==> config.mk <==
export PLATFORM = sky130hd
export DESIGN_NAME = wake_event_power_mode_control
export DESIGN_NICKNAME = d
export VERILOG_FILES = /design/src/pkg/wake_pkg.sv /design/src/design/sustain_timer.sv /design/src/design/wake_event_power_mode_control.sv
export SDC_FILE = /design/constraint.sdc
export NUM_CORES = 1
export LEC_CHECK = 0
export BUFFER_PORTS_ARGS = -buffer_cell sky130_fd_sc_hd__buf_2
export CAP_MARGIN = 20
export CORE_MARGIN = 2
export CORE_UTILIZATION = 51
export CTS_CLUSTER_DIAMETER = 30
export DETAILED_ROUTE_END_ITERATION = 8
export PLACE_DENSITY = 0.69
export SLEW_MARGIN = 40
export SYNTH_ARGS = -nofsm -noshare
export SYNTH_HDL_FRONTEND = slang
export SYNTH_SLANG_ARGS = --single-unit
export TNS_END_PERCENT = 10
==> constraint.sdc <==
create_clock -name clk_sys -period 2.6 [get_ports clk_sys]
set_clock_uncertainty 0.1 [all_clocks]
set_input_delay 0.26 -clock clk_sys [delete_from_list [all_inputs] [get_ports clk_sys]]
set_output_delay 0.26 -clock clk_sys [all_outputs]
set_load 0.02 [all_outputs]
==> src/pkg/wake_pkg.sv <==
// Constants shared by the wake event and power mode control block.
package wake_pkg;

	// ****************************************************************
	// Register offsets
	// ****************************************************************
	localparam logic [7:0] POWER_EVENT_CONTROL_OFS = 8'hD4;
	localparam logic [7:0] SLEEP_WAKE_TIME_OFS     = 8'hD6;
	localparam logic [7:0] GLOBAL_RESET_OFS        = 8'h26;
	localparam logic [7:0] INT_STATUS_OFS          = 8'h92;
	localparam logic [7:0] INT_MASK_OFS            = 8'h90;

	// ****************************************************************
	// Field positions of the power event control register
	// ****************************************************************
	localparam int DELAY_EN_BIT   = 14;
	localparam int RSVD13_BIT     = 13;
	localparam int POLARITY_BIT   = 12;
	localparam int ENABLE_LO      = 8;
	localparam int AUTO_WAKE_BIT  = 7;
	localparam int TO_NORMAL_BIT  = 6;
	localparam int EVENT_LO       = 2;
	localparam int MODE_LO        = 0;

	// Event bit order inside the indication and enable fields.
	localparam int EV_ENERGY = 0;
	localparam int EV_LINK   = 1;
	localparam int EV_REMOTE = 2;
	localparam int EV_FRAME  = 3;

	// Interrupt status bits.
	localparam int ISR_ENERGY_BIT = 2;
	localparam int ISR_LINK_BIT   = 3;

	// ****************************************************************
	// Reset values
	// ****************************************************************
	localparam logic [7:0]  WAKE_TIME_RST  = 8'h08;
	localparam logic [7:0]  SLEEP_TIME_RST = 8'h0C;
	localparam logic [15:0] ISR_RST        = 16'h0000;
	localparam logic [15:0] MASK_RST       = 16'h0000;

	// ****************************************************************
	// Timing
	// ****************************************************************
	localparam int CLK_PERIOD_NS   = 4;
	localparam int WAKE_UNIT_NS    = 16_000_000;
	localparam int SLEEP_UNIT_NS   = 1_000_000_000;
	localparam int WAKE_UNIT_CYC   = WAKE_UNIT_NS / CLK_PERIOD_NS;
	localparam int SLEEP_UNIT_CYC  = SLEEP_UNIT_NS / CLK_PERIOD_NS;

	typedef enum logic [1:0] {
		MODE_NORMAL,
		MODE_ENERGY,
		MODE_SOFT_DOWN,
		MODE_SAVING
	} power_mode_e;

endpackage : wake_pkg

==> src/design/sustain_timer.sv <==
// Timer that reports a level held without a break for a number of units.
`timescale 1ns/100ps
`default_nettype none

module sustain_timer #(
	parameter int UNIT_CYC = 4
) (
	input  wire logic       clk_sys,
	input  wire logic       rst_b,
	input  wire logic       run,
	input  wire logic [7:0] limit,
	output logic            done
);

	// A zero limit is not a legal setting; it is taken as one unit.
	wire logic [7:0] target = (limit == 8'h00) ? 8'h01 : limit;
	wire logic       unitEnd;
	logic [31:0]     preCnt_r;
	logic [7:0]      units_r;

	assign unitEnd = (preCnt_r == 32'(UNIT_CYC - 1));
	assign done    = run && (units_r >= target);

	always_ff @(posedge clk_sys or negedge rst_b) begin
		if (!rst_b) begin
			preCnt_r <= 32'h0;
			units_r  <= 8'h00;
		end else if (!run) begin
			preCnt_r <= 32'h0;
			units_r  <= 8'h00;
		end else if (unitEnd) begin
			preCnt_r <= 32'h0;
			if (units_r != 8'hFF)
				units_r <= units_r + 8'h01;
		end else begin
			preCnt_r <= preCnt_r + 32'h1;
		end
	end

endmodule : sustain_timer
`default_nettype wire

==> src/design/wake_event_power_mode_control.sv <==
// Power mode selection, wake event recording and wake event output pin.
//
// Summary of operation
// - Delay bit holds output until clocks ready.
// - Delay clear asserts at once; needs auto wake.
// - Polarity bit picks high or low active.
// - Per-event enables gate the output.
// - Auto wake leaves low power after energy.
// - Normal power state allows receive and transmit.
// - Wake-to-normal bit also returns mode to normal.
// - Indication field codes the wake cause.
// - Energy and link wakes set status bits.
// - Indicated enabled event asserts the output.
// - Indications clear by power-up or one-write.
// - Cleared indications deassert the output.
// - Two-bit field selects four power modes.
// - Energy mode has low and normal states.
// - Energy or reset register read wakes.
// - Soft power down wakes by register read only.
// - Energy held for wake time, sixteen ms units.
// - No energy for sleep time, one second units.
//
// Our own choice: the strobed register port.
`timescale 1ns/100ps
`default_nettype none

module wake_event_power_mode_control #(
	parameter int WAKE_CYC  = wake_pkg::WAKE_UNIT_CYC,
	parameter int SLEEP_CYC = wake_pkg::SLEEP_UNIT_CYC
) (
	input  wire logic        clk_sys,
	input  wire logic        rst_b,
	input  wire logic        swReset,
	input  wire logic [7:0]  regAddr,
	input  wire logic [15:0] regWrData,
	input  wire logic        regWr,
	input  wire logic        regRd,
	output logic      [15:0] regRdData,
	input  wire logic        energyPin,
	input  wire logic        linkUpPin,
	input  wire logic        wakeFrameRx,
	input  wire logic        remoteWakeRx,
	input  wire logic        clocksReady,
	output logic             wakeEventOut,
	output logic      [1:0]  powerMode,
	output logic             lowPowerState,
	output logic             rxTxEnable,
	output logic             irq
);
	import wake_pkg::*;

	// ****************************************************************
	// Pin synchronisers
	// ****************************************************************
	logic energyMeta_r, energy_r, linkMeta_r, link_r, linkLast_r;

	always_ff @(posedge clk_sys or negedge rst_b) begin
		if (!rst_b) begin
			energyMeta_r <= 1'b0;
			energy_r     <= 1'b0;
			linkMeta_r   <= 1'b0;
			link_r       <= 1'b0;
			linkLast_r   <= 1'b0;
		end else begin
			energyMeta_r <= energyPin;
			energy_r     <= energyMeta_r;
			linkMeta_r   <= linkUpPin;
			link_r       <= linkMeta_r;
			linkLast_r   <= link_r;
		end
	end

	// ****************************************************************
	// Registers
	// ****************************************************************
	logic        delayEn_r, rsvd13_r, polarity_r, autoWake_r, toNormal_r;
	logic [3:0]  enables_r, events_r, events_nxt;
	logic [1:0]  mode_r, mode_nxt;
	logic        lowPower_r, lowPower_nxt;
	logic [7:0]  wakeTime_r, sleepTime_r;
	logic [15:0] isr_r, isr_nxt, mask_r;
	logic        asserted_r;

	// ****************************************************************
	// Decode
	// ****************************************************************
	wire logic wrPec   = regWr && (regAddr == POWER_EVENT_CONTROL_OFS);
	wire logic wrTime  = regWr && (regAddr == SLEEP_WAKE_TIME_OFS);
	wire logic wrMask  = regWr && (regAddr == INT_MASK_OFS);
	wire logic rdIsr   = regRd && (regAddr == INT_STATUS_OFS);
	wire logic rdGrr   = regRd && (regAddr == GLOBAL_RESET_OFS);
	wire logic inEnergy  = (mode_r == MODE_ENERGY);
	wire logic inSoftDwn = (mode_r == MODE_SOFT_DOWN);
	wire logic sleepDone, wakeDone;

	// Only the low power state of energy mode runs the wake timer.
	sustain_timer #(.UNIT_CYC(WAKE_CYC)) wakeTimer (
		.clk_sys (clk_sys),
		.rst_b   (rst_b),
		.run     (inEnergy && lowPower_r && autoWake_r && energy_r),
		.limit   (wakeTime_r),
		.done    (wakeDone)
	);

	sustain_timer #(.UNIT_CYC(SLEEP_CYC)) sleepTimer (
		.clk_sys (clk_sys),
		.rst_b   (rst_b),
		.run     (inEnergy && !lowPower_r && !energy_r),
		.limit   (sleepTime_r),
		.done    (sleepDone)
	);

	wire logic energyWake = wakeDone && inEnergy && lowPower_r
		&& autoWake_r;
	wire logic hostWake = rdGrr && ((inEnergy && lowPower_r)
		|| inSoftDwn);
	wire logic linkRise = link_r && !linkLast_r
		&& (mode_r != MODE_NORMAL);
	wire logic frameEv  = wakeFrameRx && (mode_r != MODE_NORMAL);
	wire logic remoteEv = remoteWakeRx && (mode_r != MODE_NORMAL);

	wire logic [3:0] evSet = {frameEv, remoteEv, linkRise,
		energyWake};
	wire logic [3:0] evClr = wrPec ? regWrData[EVENT_LO +: 4] : 4'h0;
	wire logic [15:0] isrSet = 16'(
		({15'h0, energyWake} << ISR_ENERGY_BIT)
		| ({15'h0, linkRise} << ISR_LINK_BIT));

	wire logic pending = |(events_r & enables_r);
	wire logic holdOff = delayEn_r && autoWake_r
		&& !clocksReady;

	// ****************************************************************
	// Next state
	// ****************************************************************
	always_comb begin
		// Set wins over a one-write in the same cycle.
		events_nxt = (events_r & ~evClr) | evSet;
		isr_nxt    = (rdIsr ? 16'h0000 : isr_r) | isrSet;
		mode_nxt   = wrPec ? regWrData[MODE_LO +: 2] : mode_r;
		lowPower_nxt = lowPower_r;
		if (inEnergy && !lowPower_r && sleepDone)
			lowPower_nxt = 1'b1;
		if (energyWake) begin
			lowPower_nxt = 1'b0;
			if (toNormal_r)
				mode_nxt = MODE_NORMAL;
		end
		if (hostWake) begin
			lowPower_nxt = 1'b0;
			mode_nxt     = MODE_NORMAL;
		end
		if (mode_nxt != MODE_ENERGY)
			lowPower_nxt = 1'b0;
	end

	// Wake indications survive the soft reset; only rst_b or a one-write clears them.
	always_ff @(posedge clk_sys or negedge rst_b) begin
		if (!rst_b) begin
			events_r <= 4'h0;
			isr_r    <= ISR_RST;
		end else begin
			events_r <= events_nxt;
			isr_r    <= isr_nxt;
		end
	end

	always_ff @(posedge clk_sys or negedge rst_b) begin
		if (!rst_b) begin
			delayEn_r  <= 1'b0;
			rsvd13_r   <= 1'b0;
			polarity_r <= 1'b0;
			enables_r  <= 4'h0;
			autoWake_r <= 1'b0;
			toNormal_r <= 1'b0;
		end else if (swReset) begin
			delayEn_r  <= 1'b0;
			rsvd13_r   <= 1'b0;
			polarity_r <= 1'b0;
			enables_r  <= 4'h0;
			autoWake_r <= 1'b0;
			toNormal_r <= 1'b0;
		end else if (wrPec) begin
			delayEn_r  <= regWrData[DELAY_EN_BIT];
			rsvd13_r   <= regWrData[RSVD13_BIT];
			polarity_r <= regWrData[POLARITY_BIT];
			enables_r  <= regWrData[ENABLE_LO +: 4];
			autoWake_r <= regWrData[AUTO_WAKE_BIT];
			toNormal_r <= regWrData[TO_NORMAL_BIT];
		end
	end

	always_ff @(posedge clk_sys or negedge rst_b) begin
		if (!rst_b) begin
			mode_r      <= MODE_NORMAL;
			lowPower_r  <= 1'b0;
			wakeTime_r  <= WAKE_TIME_RST;
			sleepTime_r <= SLEEP_TIME_RST;
			mask_r      <= MASK_RST;
		end else if (swReset) begin
			mode_r      <= MODE_NORMAL;
			lowPower_r  <= 1'b0;
			wakeTime_r  <= WAKE_TIME_RST;
			sleepTime_r <= SLEEP_TIME_RST;
			mask_r      <= MASK_RST;
		end else begin
			mode_r     <= mode_nxt;
			lowPower_r <= lowPower_nxt;
			if (wrTime) begin
				wakeTime_r  <= regWrData[15:8];
				sleepTime_r <= regWrData[7:0];
			end
			if (wrMask)
				mask_r <= regWrData;
		end
	end

	// ****************************************************************
	// Wake event pin
	// ****************************************************************
	always_ff @(posedge clk_sys or negedge rst_b) begin
		if (!rst_b) begin
			asserted_r   <= 1'b0;
			wakeEventOut <= 1'b1;
		end else begin
			asserted_r   <= pending && !holdOff;
			wakeEventOut <= (pending && !holdOff) ~^ polarity_r;
		end
	end

	// ****************************************************************
	// Read data and status outputs
	// ****************************************************************
	wire logic [15:0] pecView = {1'b0, delayEn_r, rsvd13_r, polarity_r,
		enables_r, autoWake_r, toNormal_r, events_r,
		mode_r};
	wire logic [15:0] rdMux =
		(regAddr == POWER_EVENT_CONTROL_OFS) ? pecView :
		(regAddr == SLEEP_WAKE_TIME_OFS) ? {wakeTime_r, sleepTime_r} :
		(regAddr == INT_STATUS_OFS) ? isr_r :
		(regAddr == INT_MASK_OFS) ? mask_r : 16'h0000;

	always_ff @(posedge clk_sys or negedge rst_b) begin
		if (!rst_b)
			regRdData <= 16'h0000;
		else
			regRdData <= regRd ? rdMux : 16'h0000;
	end

	assign powerMode     = mode_r;
	assign lowPowerState = lowPower_r;
	// Saving the whole datapath is traded for a slow wake from low power.
	assign rxTxEnable = (mode_r == MODE_NORMAL)
		|| (inEnergy && !lowPower_r);
	assign irq = |(isr_r & mask_r);

	// ****************************************************************
	// Assertions
	// ****************************************************************
	a_delay_hold: assert property (@(posedge clk_sys) disable iff (!rst_b)
		holdOff |=> !asserted_r)
		else $error("wake output asserted before clocks ready");

	a_no_delay: assert property (@(posedge clk_sys) disable iff (!rst_b)
		pending && !(delayEn_r && autoWake_r) |=> asserted_r)
		else $error("wake output late without delay");

	a_pin_level: assert property (@(posedge clk_sys) disable iff (!rst_b)
		##1 wakeEventOut == ($past(polarity_r) ? asserted_r : !asserted_r))
		else $error("wake pin level does not follow polarity");

	a_enable_gate: assert property (@(posedge clk_sys) disable iff (!rst_b)
		(events_r & enables_r) == 4'h0 |=> !asserted_r)
		else $error("wake output without enabled event");

	a_energy_wake: assert property (@(posedge clk_sys) disable iff (!rst_b)
		energyWake && !wrPec && !swReset |=> !lowPower_r && events_r[EV_ENERGY]
		&& isr_r[ISR_ENERGY_BIT])
		else $error("energy wake not taken");

	a_to_normal: assert property (@(posedge clk_sys) disable iff (!rst_b)
		energyWake && !toNormal_r && !wrPec && !rdGrr && !swReset
		|=> mode_r == MODE_ENERGY)
		else $error("mode left energy detect without wake-to-normal");

	a_event_sticky: assert property (@(posedge clk_sys) disable iff (!rst_b)
		!wrPec |=> (events_r & $past(events_r)) == $past(events_r))
		else $error("wake indication lost without one-write");

	a_soft_down: assert property (@(posedge clk_sys) disable iff (!rst_b)
		inSoftDwn && !rdGrr && !wrPec && !swReset |=> mode_r == MODE_SOFT_DOWN)
		else $error("soft power down left without host wake");

	a_host_wake: assert property (@(posedge clk_sys) disable iff (!rst_b)
		hostWake && !swReset |=> mode_r == MODE_NORMAL && rxTxEnable)
		else $error("host read did not wake device");

endmodule : wake_event_power_mode_control
`default_nettype wire

==> qor.yml, run 1 <==
floorplan:
  die_h_um: 126
  pin_count: 56
  rows: 44
  core_um2: 14500
  initial_core_util: 0.520
  die_area_um2: 15800
  fp.dieW_um: 126
detailed_routing:
  vias: 6220
  firstDrtPassIters: 5
  totalWireLength_um: 18100
  avgViaCountPerCell: 5.85
  final_antenna_net_count: 0
  post-route-drc-count: 0
  drt_iter0_markers: 451
  wl_per_cell_um: 17.0
grt:
  grt_pass1_wl_um: 30700
  grt_max_degree: 65
  grtUsageTotal: 0.237
  grt-ovfl-total: 0
  first_global_vias: 6236
  antenna_found_initial: 0
timing:
  setup_tns_ns: 0
  finalCritPeriodShare: 0.931
  tightestPinTransition_ns: 0.699
  report.final.slew_viol_count: 0
  period_minus_slack_ns: 2.42
  rsz0062_at_grt: "no"
  hold_viol: 0
  max_slew_margin: 0.531
  setup_ws_ns: 0.179
  max_freq_mhz: 413
  setup_viol_count_final: 0
synth:
  syn_avg_cell_area_um2: 9.61
  postSynthNetCount: 841
  synthArstFlopShare: 1.00
  ys_seq_area_frac: 0.504
  yosysWarnings: 0
  syn-instance-count: 787
  netlist_area_um2: 7560
  synth_top_area_share: 0.490
  synth_top_cell_by_area: "dfrtp_1"
  synth_edf_count: 0
  synth_ff_type: "dfrtp_1"
  synth.distinct_cells: 57
  yosys-top-cells-area: "dfrtp_1, nand2_1, xor2_1"
  ys_ff_latch: 152
placement:
  dp_hpwl_um: 12500
  place_inst: 1017
  place.gp.congestion: 0.832
  port_buffers: 55
  place_ws_ns: 0.173
cells_and_area:
  finalNonFillerCells: 1064
  fin_util: 0.609
  fill_cells: 1183
  drive_gt1_frac: 0.143
  register_area_um2: 3810
  nNetsFinal: 921
  syn2layout_area_growth_pct: 17.1
  antennaDiodeCount: 0
  multi_input_area_um2: 3550
cts:
  cts_root_buf: "clkbuf_16"
  path_clk_slew_ns: 0.06
  cts_resized: 0
  cts_tree: "done"
  numCtsBuffers: 17
  clkSinkCount: 152
  clk_latency_ns: 0.42
  clockBufferDepth: 2
  cts_setup_buffers: 0
  cts_max_level: 4
hold_path:
  hold_class: "input pin to register"
critical_path:
  crit_fanout: 5
  required_ns: 2.78
  crit_arrival_ns: 2.60
  critPathCaptureType: "register"
  path_class: "register to register"
  cp-start-kind: "register"
pwr:
  finalPower_mw: 4.88
  p_per_area_nw_per_um2: 551
  power.leakage_nw: 3.77
  ir_drop_mv: 0.446
job:
  drv_cap: 0
run_status:
  outcome: "complete, no violations"
-- final cells by class --
cell class                 count  share of cell area
multi-input combinational    584               0.401
clock inverter                 9              0.0113
inverter                      21             0.00890
timing repair buffer          91              0.0708
clock buffer                  23              0.0517
tap                          184              0.0260
sequential                   152               0.430
-- where the power goes --
| group | switching [mW] | total [mW] | internal (mW) |
|---|---|---|---|
| clock | 0.923 | 2.35 | 1.43 |
| combinational | 0.0979 | 0.149 | 0.0511 |
| sequential | 0.00599 | 2.38 | 2.37 |
-- sequential cells by signal, summed over array words and instances (netlist names), 2 cells and up --
signal and cells:
enables_r 4, events_r 4, isr_r 2, mask_r 16, powerMode 2, regRdData 16, sleepTime_r 8, sleepTimer.preCnt_r 32
sleepTimer.units_r 8, wakeTime_r 8, wakeTimer.preCnt_r 32, wakeTimer.units_r 8
-- layout by cell type, fill, tap and decap left out, types with 4 or more instances in the layout --
cell type	n
and2_1	5
a21o_1	7
nor3_1	6
xor2_1	49
buf_2	54
nor4_1	9
nor4b_1	5
a21boi_0	15
nor2_1	82
nand3_1	32
dlygate4sd3_1	15
clkinv_2	5
clkbuf_16	17
dfrtp_1	148
or3_1	7
a22oi_1	20
nand4_1	38
xnor2_1	11
ha_1	20
inv_1	21
nand2_1	128
and3_1	13
o21ai_0	6
buf_4	18
and4_1	11
o211ai_1	5
a21oi_1	58
dfstp_2	4
clkbuf_1	5
a211oi_1	4
-- metal layers --
| layer | vias up | track usage | routed length [um] |
|---|---|---|---|
| li1 | 2947 | - | - |
| met1 | 3037 | 0.320 | 8270 |
| met2 | 204 | 0.384 | 8660 |
| met3 | 32 | 0.0425 | 787 |
| met4 | 0 | 0.0899 | 388 |
| met5 | - | 0 | 0 |
-- worst max-delay path: stages (launching register included) --
cell and delay (ns):
dfstp_2 0.53, inv_1 0.06, a41o_1 0.24, ha_1 0.26, nand2b_1 0.09, a31oi_1 0.07
or3_1 0.36, a31oi_1 0.38, a2111oi_0 0.18
-- synthesized netlist by cell type, types with 4 or more instances --
cell type and n:
a21o_1 7, or3_1 7, nand4_1 38, o211ai_1 5, nor4_1 9, nand2_1 128, clkbuf_1 23, and4_1 11
and2_1 5, a21oi_1 58, dfstp_2 4, xnor2_1 11, a21boi_0 15, ha_1 20, buf_2 6, and3_1 13
inv_1 21, nor3_1 6, xor2_1 49, o21ai_0 6, a211oi_1 4, dfrtp_1 148, a22oi_1 20, nand3_1 32
nor4b_1 5, nor2_1 82
-- per-stage QoR --
stage	instance area [um2]	hold slack, ns
6_report	8850	0.00333
5_1_grt	8850	0.0177
4_1_cts	8850	0.00161
3_5_place_dp	8150	0.203
3_3_place_gp	8150	0.198
2_1_floorplan	7560	-0.136
-- repair_timing --
action | 4_1_cts | 5_1_grt
endpoints found under the hold margin | 76 | 0
setup endpoints to repair | 0 | 0
hold buffers | 15 | 0
-- kinds of logic after synthesis --
kind of cell | synth area share
simple gates | 0.250
flops | 0.504
compound gates | 0.112
xor+xnor | 0.0695
buf+inv | 0.0263
fa+ha+maj | 0.0331
mux | 0.00563
-- worst paths after layout --
check / start / to / slack, ns / cells after the start
setup / recovery: wakeTime_r[3] / powerMode[1] / 0.18 / 8
hold / removal: regWrData[5] / mask_r[5] / 0.003 / 3
setup reg to reg: wakeTime_r[3] / powerMode[1] / 0.18 / 8
hold reg to reg: linkMeta_r / link_r / 0.25 / 0
max in group asynchronous: rst_b / wakeEventOut / 1.28 / 3
min in group asynchronous: rst_b / regRdData[1] / 0.31 / 2
No activity file was read; power rests on OpenSTA's default activity.
==> run 2: changes to the inputs <==
- CORE_UTILIZATION: 51 -> 60
- PLACE_DENSITY: 0.69 -> 0.8
==> qor.yml, run 2 (same netlist as run 1, synthesis figures left out) <==
floorplan:
  die_h_um: 116  # -7.6%
  fp.dieW_um: 116  # -7.6%
  core_um2: 12500  # -14%
  die_area_um2: 13500  # -15%
  pin_count: 56  # unchanged
  initial_core_util: 0.606  # +0.0863
  rows: 41  # -6.8%
timing:
  hold_viol: 0  # unchanged
  tightestPinTransition_ns: 0.742  # +0.0433 ns
  max_slew_margin: 0.502  # -0.0291
  rsz0062_at_grt: "no"
  max_freq_mhz: 413  # about the same
  finalCritPeriodShare: 0.931  # about the same
  setup_viol_count_final: 0  # unchanged
  report.final.slew_viol_count: 0  # unchanged
  setup_tns_ns: 0  # unchanged
  period_minus_slack_ns: 2.42  # +0.000350 ns
critical_path:
  r2r_end: "powerMode[1]"
  rrSetupSlack_ns: 0.18  # about the same
  crit_arrival_ns: 2.62  # +0.02 ns
  path_class: "register to register"
  rr_worst_depth: 8  # unchanged
  required_ns: 2.80  # +0.02 ns
  r2r-start: "wakeTime_r[2]"
  critPathCaptureType: "register"
  cp-start-kind: "register"
  crit_fanout: 5  # unchanged
grt:
  grt_pass1_wl_um: 30600  # -0.24%
  grtUsageTotal: 0.289  # +0.0521
  grt-ovfl-total: 0  # unchanged
  grt_max_degree: 65  # unchanged
  first_global_vias: 6445  # +3.4%
  antenna_found_initial: 0  # unchanged
cts:
  numCtsBuffers: 17  # unchanged
  cts_tree: "done"
  cts_root_buf: "clkbuf_16"
  clk_latency_ns: 0.44  # +0.02 ns
  path_clk_slew_ns: 0.06  # about the same
  cts_max_level: 4  # unchanged
  clockBufferDepth: 2  # unchanged
  clkSinkCount: 152  # unchanged
cells_and_area:
  layout_commonest_cell: "dfrtp_1"
  drive_gt1_frac: 0.150  # +0.00710
  antennaDiodeCount: 0  # unchanged
  layout.cells.most_common_list: "dfrtp_1, nand2_1, nor2_1"
  syn2layout_area_growth_pct: 18.7
  reg_top3: "sleepTimer.preCnt_r (32), wakeTimer.preCnt_r (32)"
  fill_cells: 871  # -26%
  fin_util: 0.720  # +0.110
  nNetsFinal: 926  # +0.54%
pwr:
  power.leakage_nw: 3.83  # +1.4%
  ir_drop_mv: 0.419  # -6.2%
  p_per_area_nw_per_um2: 576  # +4.5%
placement:
  place.gp.congestion: 0.867  # +4.1%
  dp_hpwl_um: 12500  # about the same
  port_buffers: 55  # unchanged
hold_path:
  hold_start: "regWrData[9]"
  worstHoldPathCells: 3  # unchanged
  holdPathEnd: "mask_r[9]"
  hold_class: "input pin to register"
job:
  drv_cap: 0  # unchanged
detailed_routing:
  vias: 6465  # +3.9%
  post-route-drc-count: 0  # unchanged
  firstDrtPassIters: 5  # unchanged
  totalWireLength_um: 18600  # +2.8%
  wl_per_cell_um: 17.6  # +3.4%
  avgViaCountPerCell: 6.12  # +4.6%
  drt_iter0_markers: 608  # +35%
  final_antenna_net_count: 0  # unchanged
run_status:
  outcome: "complete, no violations"
-- run 2: changes by cell type in the layout (fill, tap and decap cells not counted), sizes merged --
cell	change
dlygate4sd3	+4
bufinv	+2
inv	+2
buf	+1
clkbuf	-5
clkinvlp	+1
-- run 2: metal layers --
layer | part of all wire | vias up | track usage
met5 | 0 | - | 0
met4 | 0.031 | 0 | 0.142
met3 | 0.051 | 57 | 0.0669
met2 | 0.50 | 243 | 0.478
met1 | 0.42 | 3203 | 0.358
li1 | - | 2962 | -
-- run 2: final cells by class --
type	count	area (um2)	area share
Clock buffer	18	439	0.0490
Timing Repair Buffer	96	674	0.0752
Sequential cell	152	3810	0.425
Multi-Input combinational cell	584	3560	0.397
Clock inverter	14	196	0.0219
Tap cell	172	215	0.0240
Inverter	21	78.8	0.00879
-- run 2: report_power, final --
group | switching (mW) | internal, mW
clock | 1.00 | 1.64
sequential | 0.00609 | 2.37
combinational | 0.0979 | 0.0542
total | 1.11 | 4.06
-- run 2: worst max-delay path by stage --
stage                                  from               endpoint  slack, ns  cells after the start
global route                  wakeTime_r[2]           powerMode[1]       0.04                      8
detailed placement  sleepTimer.preCnt_r[29]  sleepTimer.units_r[5]       0.18                      5
global placement              wakeTime_r[3]           powerMode[1]       0.25                      8
floorplan                     wakeTime_r[3]           powerMode[1]       0.41                      8
CTS                           wakeTime_r[3]           powerMode[1]       0.14                      8
finish                        wakeTime_r[2]           powerMode[1]       0.18                      8
-- run 2: repair_timing --
item | 4_1_cts | 5_1_grt
setup buffers | 0 | 2
endpoints found under the hold margin | 141 | 0
setup endpoints to repair | 0 | 3
resized for setup | 0 | 1
hold buffers | 19 | 0
-- run 2: metrics by stage --
step | hold WS (ns) | power (mW) | cell area [um2] | worst slack (ns) | cells
6_report | 0.00354 | 5.17 | 8970 | 0.179 | 1057
5_1_grt | 0.00683 | 5.30 | 8970 | 0.0422 | 1057
4_1_cts | 0.00419 | 5.18 | 8950 | 0.139 | 1055
3_5_place_dp | 0.0368 | 2.55 | 8120 | 0.178 | 1004
3_3_place_gp | 0.0347 | 2.55 | 8120 | 0.252 | 1004
2_1_floorplan | -0.136 | 2.45 | 7560 | 0.412 | 787
-- run 2: critical path: stages (launching register included) --
cell	delay, ns
dfrtp_1	0.41
nor4_1	0.31
a41o_1	0.22
ha_1	0.22
nand2b_1	0.14
a31oi_1	0.16
or3_1	0.16
a31oi_2	0.14
a2111oi_0	0.42
==> run 3: changes to the inputs <==
- BUFFER_PORTS_ARGS: -buffer_cell sky130_fd_sc_hd__buf_2 -> not set
- CORE_UTILIZATION: 60 -> 63
- DONT_BUFFER_PORTS: not set -> 1
- PLACE_DENSITY: 0.8 -> 0.79
==> qor.yml, run 3 (same netlist as run 1, synthesis figures left out) <==
floorplan:
  pin_count: 56  # unchanged
  die_h_um: 114  # -2.3%
  core_um2: 11900  # -4.8%
  rows: 40  # -2.4%
  initial_core_util: 0.637  # +0.0309
  fp.dieW_um: 114  # -2.3%
  die_area_um2: 12900  # -4.6%
grt:
  antenna_found_initial: 0  # unchanged
  grt-ovfl-total: 0  # unchanged
  grtUsageTotal: 0.288  # -0.000351
  grt_pass1_wl_um: 29700  # -2.9%
  grt_max_degree: 153  # +140%
  first_global_vias: 6129  # -4.9%
cts:
  clk_latency_ns: 0.43  # about the same
  holdBufCountCts: 23  # +4
  clkSinkCount: 152  # unchanged
  numCtsBuffers: 17  # unchanged
  clockBufferDepth: 2  # unchanged
  cts_max_level: 4  # unchanged
  cts_root_buf: "clkbuf_16"
  path_clk_slew_ns: 0.06  # about the same
  cts_tree: "done"
cells_and_area:
  drive_gt1_frac: 0.0830  # -0.0672
  fill_cells: 834  # -4.2%
  nNetsFinal: 873  # -5.7%
  reg_top3: "sleepTimer.preCnt_r (32), wakeTimer.preCnt_r (32)"
  layout.cells.most_common_list: "dfrtp_1, nand2_1, nor2_1"
  finalNonFillerCells: 978  # -7.5%
  antennaDiodeCount: 0  # unchanged
  syn2layout_area_growth_pct: 13.0
  fin_util: 0.720  # +0.000801
  final_area_um2: 8550  # -4.7%
  layout_commonest_cell: "dfrtp_1"
timing:
  setup_viol_count_final: 0  # unchanged
  finalCritPeriodShare: 0.950  # +0.0191
  hold_viol: 152  # +152
  max_slew_margin: 0.560  # +0.0582
  period_minus_slack_ns: 2.47  # +0.0495 ns
  whs_ns: -0.571  # -0.575 ns
  tightestPinTransition_ns: 0.655  # -0.0866 ns
  max_freq_mhz: 405  # -2.0%
  rsz0062_at_grt: "no"
  setup_tns_ns: 0  # unchanged
  report.final.slew_viol_count: 0  # unchanged
detailed_routing:
  firstDrtPassIters: 5  # unchanged
  drt_iter0_markers: 537  # -12%
  totalWireLength_um: 17400  # -6.2%
  avgViaCountPerCell: 6.28  # +2.6%
  final_antenna_net_count: 0  # unchanged
  wl_per_cell_um: 17.8  # +1.4%
  post-route-drc-count: 0  # unchanged
  vias: 6139  # -5.0%
pwr:
  ir_drop_mv: 0.527  # +26%
  p_int_mw: 3.64  # -10%
  pwr-share-seq: 0.521  # +0.061
  clkPwrFrac: 0.463  # -0.047
  power.switching_mw: 0.938  # -15%
  comb_power_share: 0.016  # -0.013
  p_per_area_nw_per_um2: 536  # -7.0%
  p_sw_frac: 0.205  # -0.00894
  power.leakage_nw: 3.53  # -7.6%
  finalPower_mw: 4.58  # -11%
job:
  drv_cap: 0  # unchanged
critical_path:
  critPathBufInv: 1  # +1
  cp-start-kind: "register"
  rrSetupSlack_ns: 0.13  # -0.05 ns
  r2r-start: "sleepTimer.preCnt_r[28]"
  path_class: "register to register"
  critPathCaptureType: "register"
  required_ns: 2.79  # about the same
  critPathLaunch: "sleepTimer.preCnt_r[28]"
  crit_fanout: 8  # +3
  path_cells: "or4_4 > nor3b_2 > nand4_1 > buf_4 > o41ai_1 > a21oi_1"
  cpLargestDelayFamily: "simple AND/OR/NAND/NOR gates"
  crit_arrival_ns: 2.66  # +0.04 ns
  slowest_delay_ns: 0.55  # +0.13 ns
  slowest_stage: "or4_4"
placement:
  dp_hpwl_um: 11400  # -8.4%
  place.gp.congestion: 0.887  # +2.3%
  place_inst: 920  # -8.4%
  port_buffers: 0  # -100%
  postPlaceCellArea_um2: 7770  # -4.4%
run_status:
  outcome: "finished, violations left"
  failed_checks: "hold timing"
hold_path:
  hold_class: "input pin to asynchronous set/reset pin"
[run 3: per-layer routing]
metal	global-route usage	routed length, um	part of all wire	vias up
li1	-	-	-	2853
met1	0.383	7540	0.43	3058
met2	0.477	8750	0.50	199
met3	0.0696	879	0.050	29
met4	0.0846	271	0.016	0
met5	0	0	0	-
[run 3: timing repair]
item | CTS | global route
endpoints found under the hold margin | 219 | 152
setup endpoints to repair | 0 | 4
resized for setup | 0 | 3
setup buffers | 0 | 4
[run 3: power groups by stage]
stage / sequential, mW / clock [mW] / combinational, mW
floorplan: 2.42 / 0 / 0.0281
detailed placement: 2.42 / 0 / 0.0227
CTS: 2.38 / 2.14 / 0.0733
global route: 2.38 / 2.26 / 0.0786
global placement: 2.42 / 0 / 0.0217
finish: 2.38 / 2.12 / 0.0753
[run 3: worst reg2reg max path, stage by stage (launching register included)]
cell and delay (ns):
dfrtp_1 0.41, or4_4 0.55, nor3b_2 0.21, nand4_1 0.31, buf_4 0.26, o41ai_1 0.39
a21oi_1 0.12
[run 3: through the flow]
| stage | hold WS [ns] | setup WS [ns] |
|---|---|---|
| 3_5_place_dp | -0.132 | 0.131 |
| 3_3_place_gp | -0.133 | 0.252 |
| 4_1_cts | -0.580 | 0.101 |
| 2_1_floorplan | -0.136 | 0.412 |
| 5_1_grt | -0.590 | 0.00267 |
| 6_report | -0.571 | 0.130 |
[run 3: layout make-up]
type | instances | area, um2 | share of cell area
clock buffer | 26 | 469 | 0.0549
clock inverter | 5 | 25.0 | 0.00293
inverter | 21 | 78.8 | 0.00922
multi-input combinational | 584 | 3560 | 0.417
sequential | 152 | 3810 | 0.446
tap | 147 | 184 | 0.0215
timing repair buffer | 43 | 415 | 0.0486
[run 3: worst paths after layout]
check | endpoint | cells after the start
max | sleepTimer.units_r[5] | 6
min | mask_r[2] | 0
max reg2reg | sleepTimer.units_r[5] | 6
min reg2reg | linkLast_r | 0
max in group asynchronous | wakeEventOut | 0
min in group clk_sys | enables_r[0] | 2
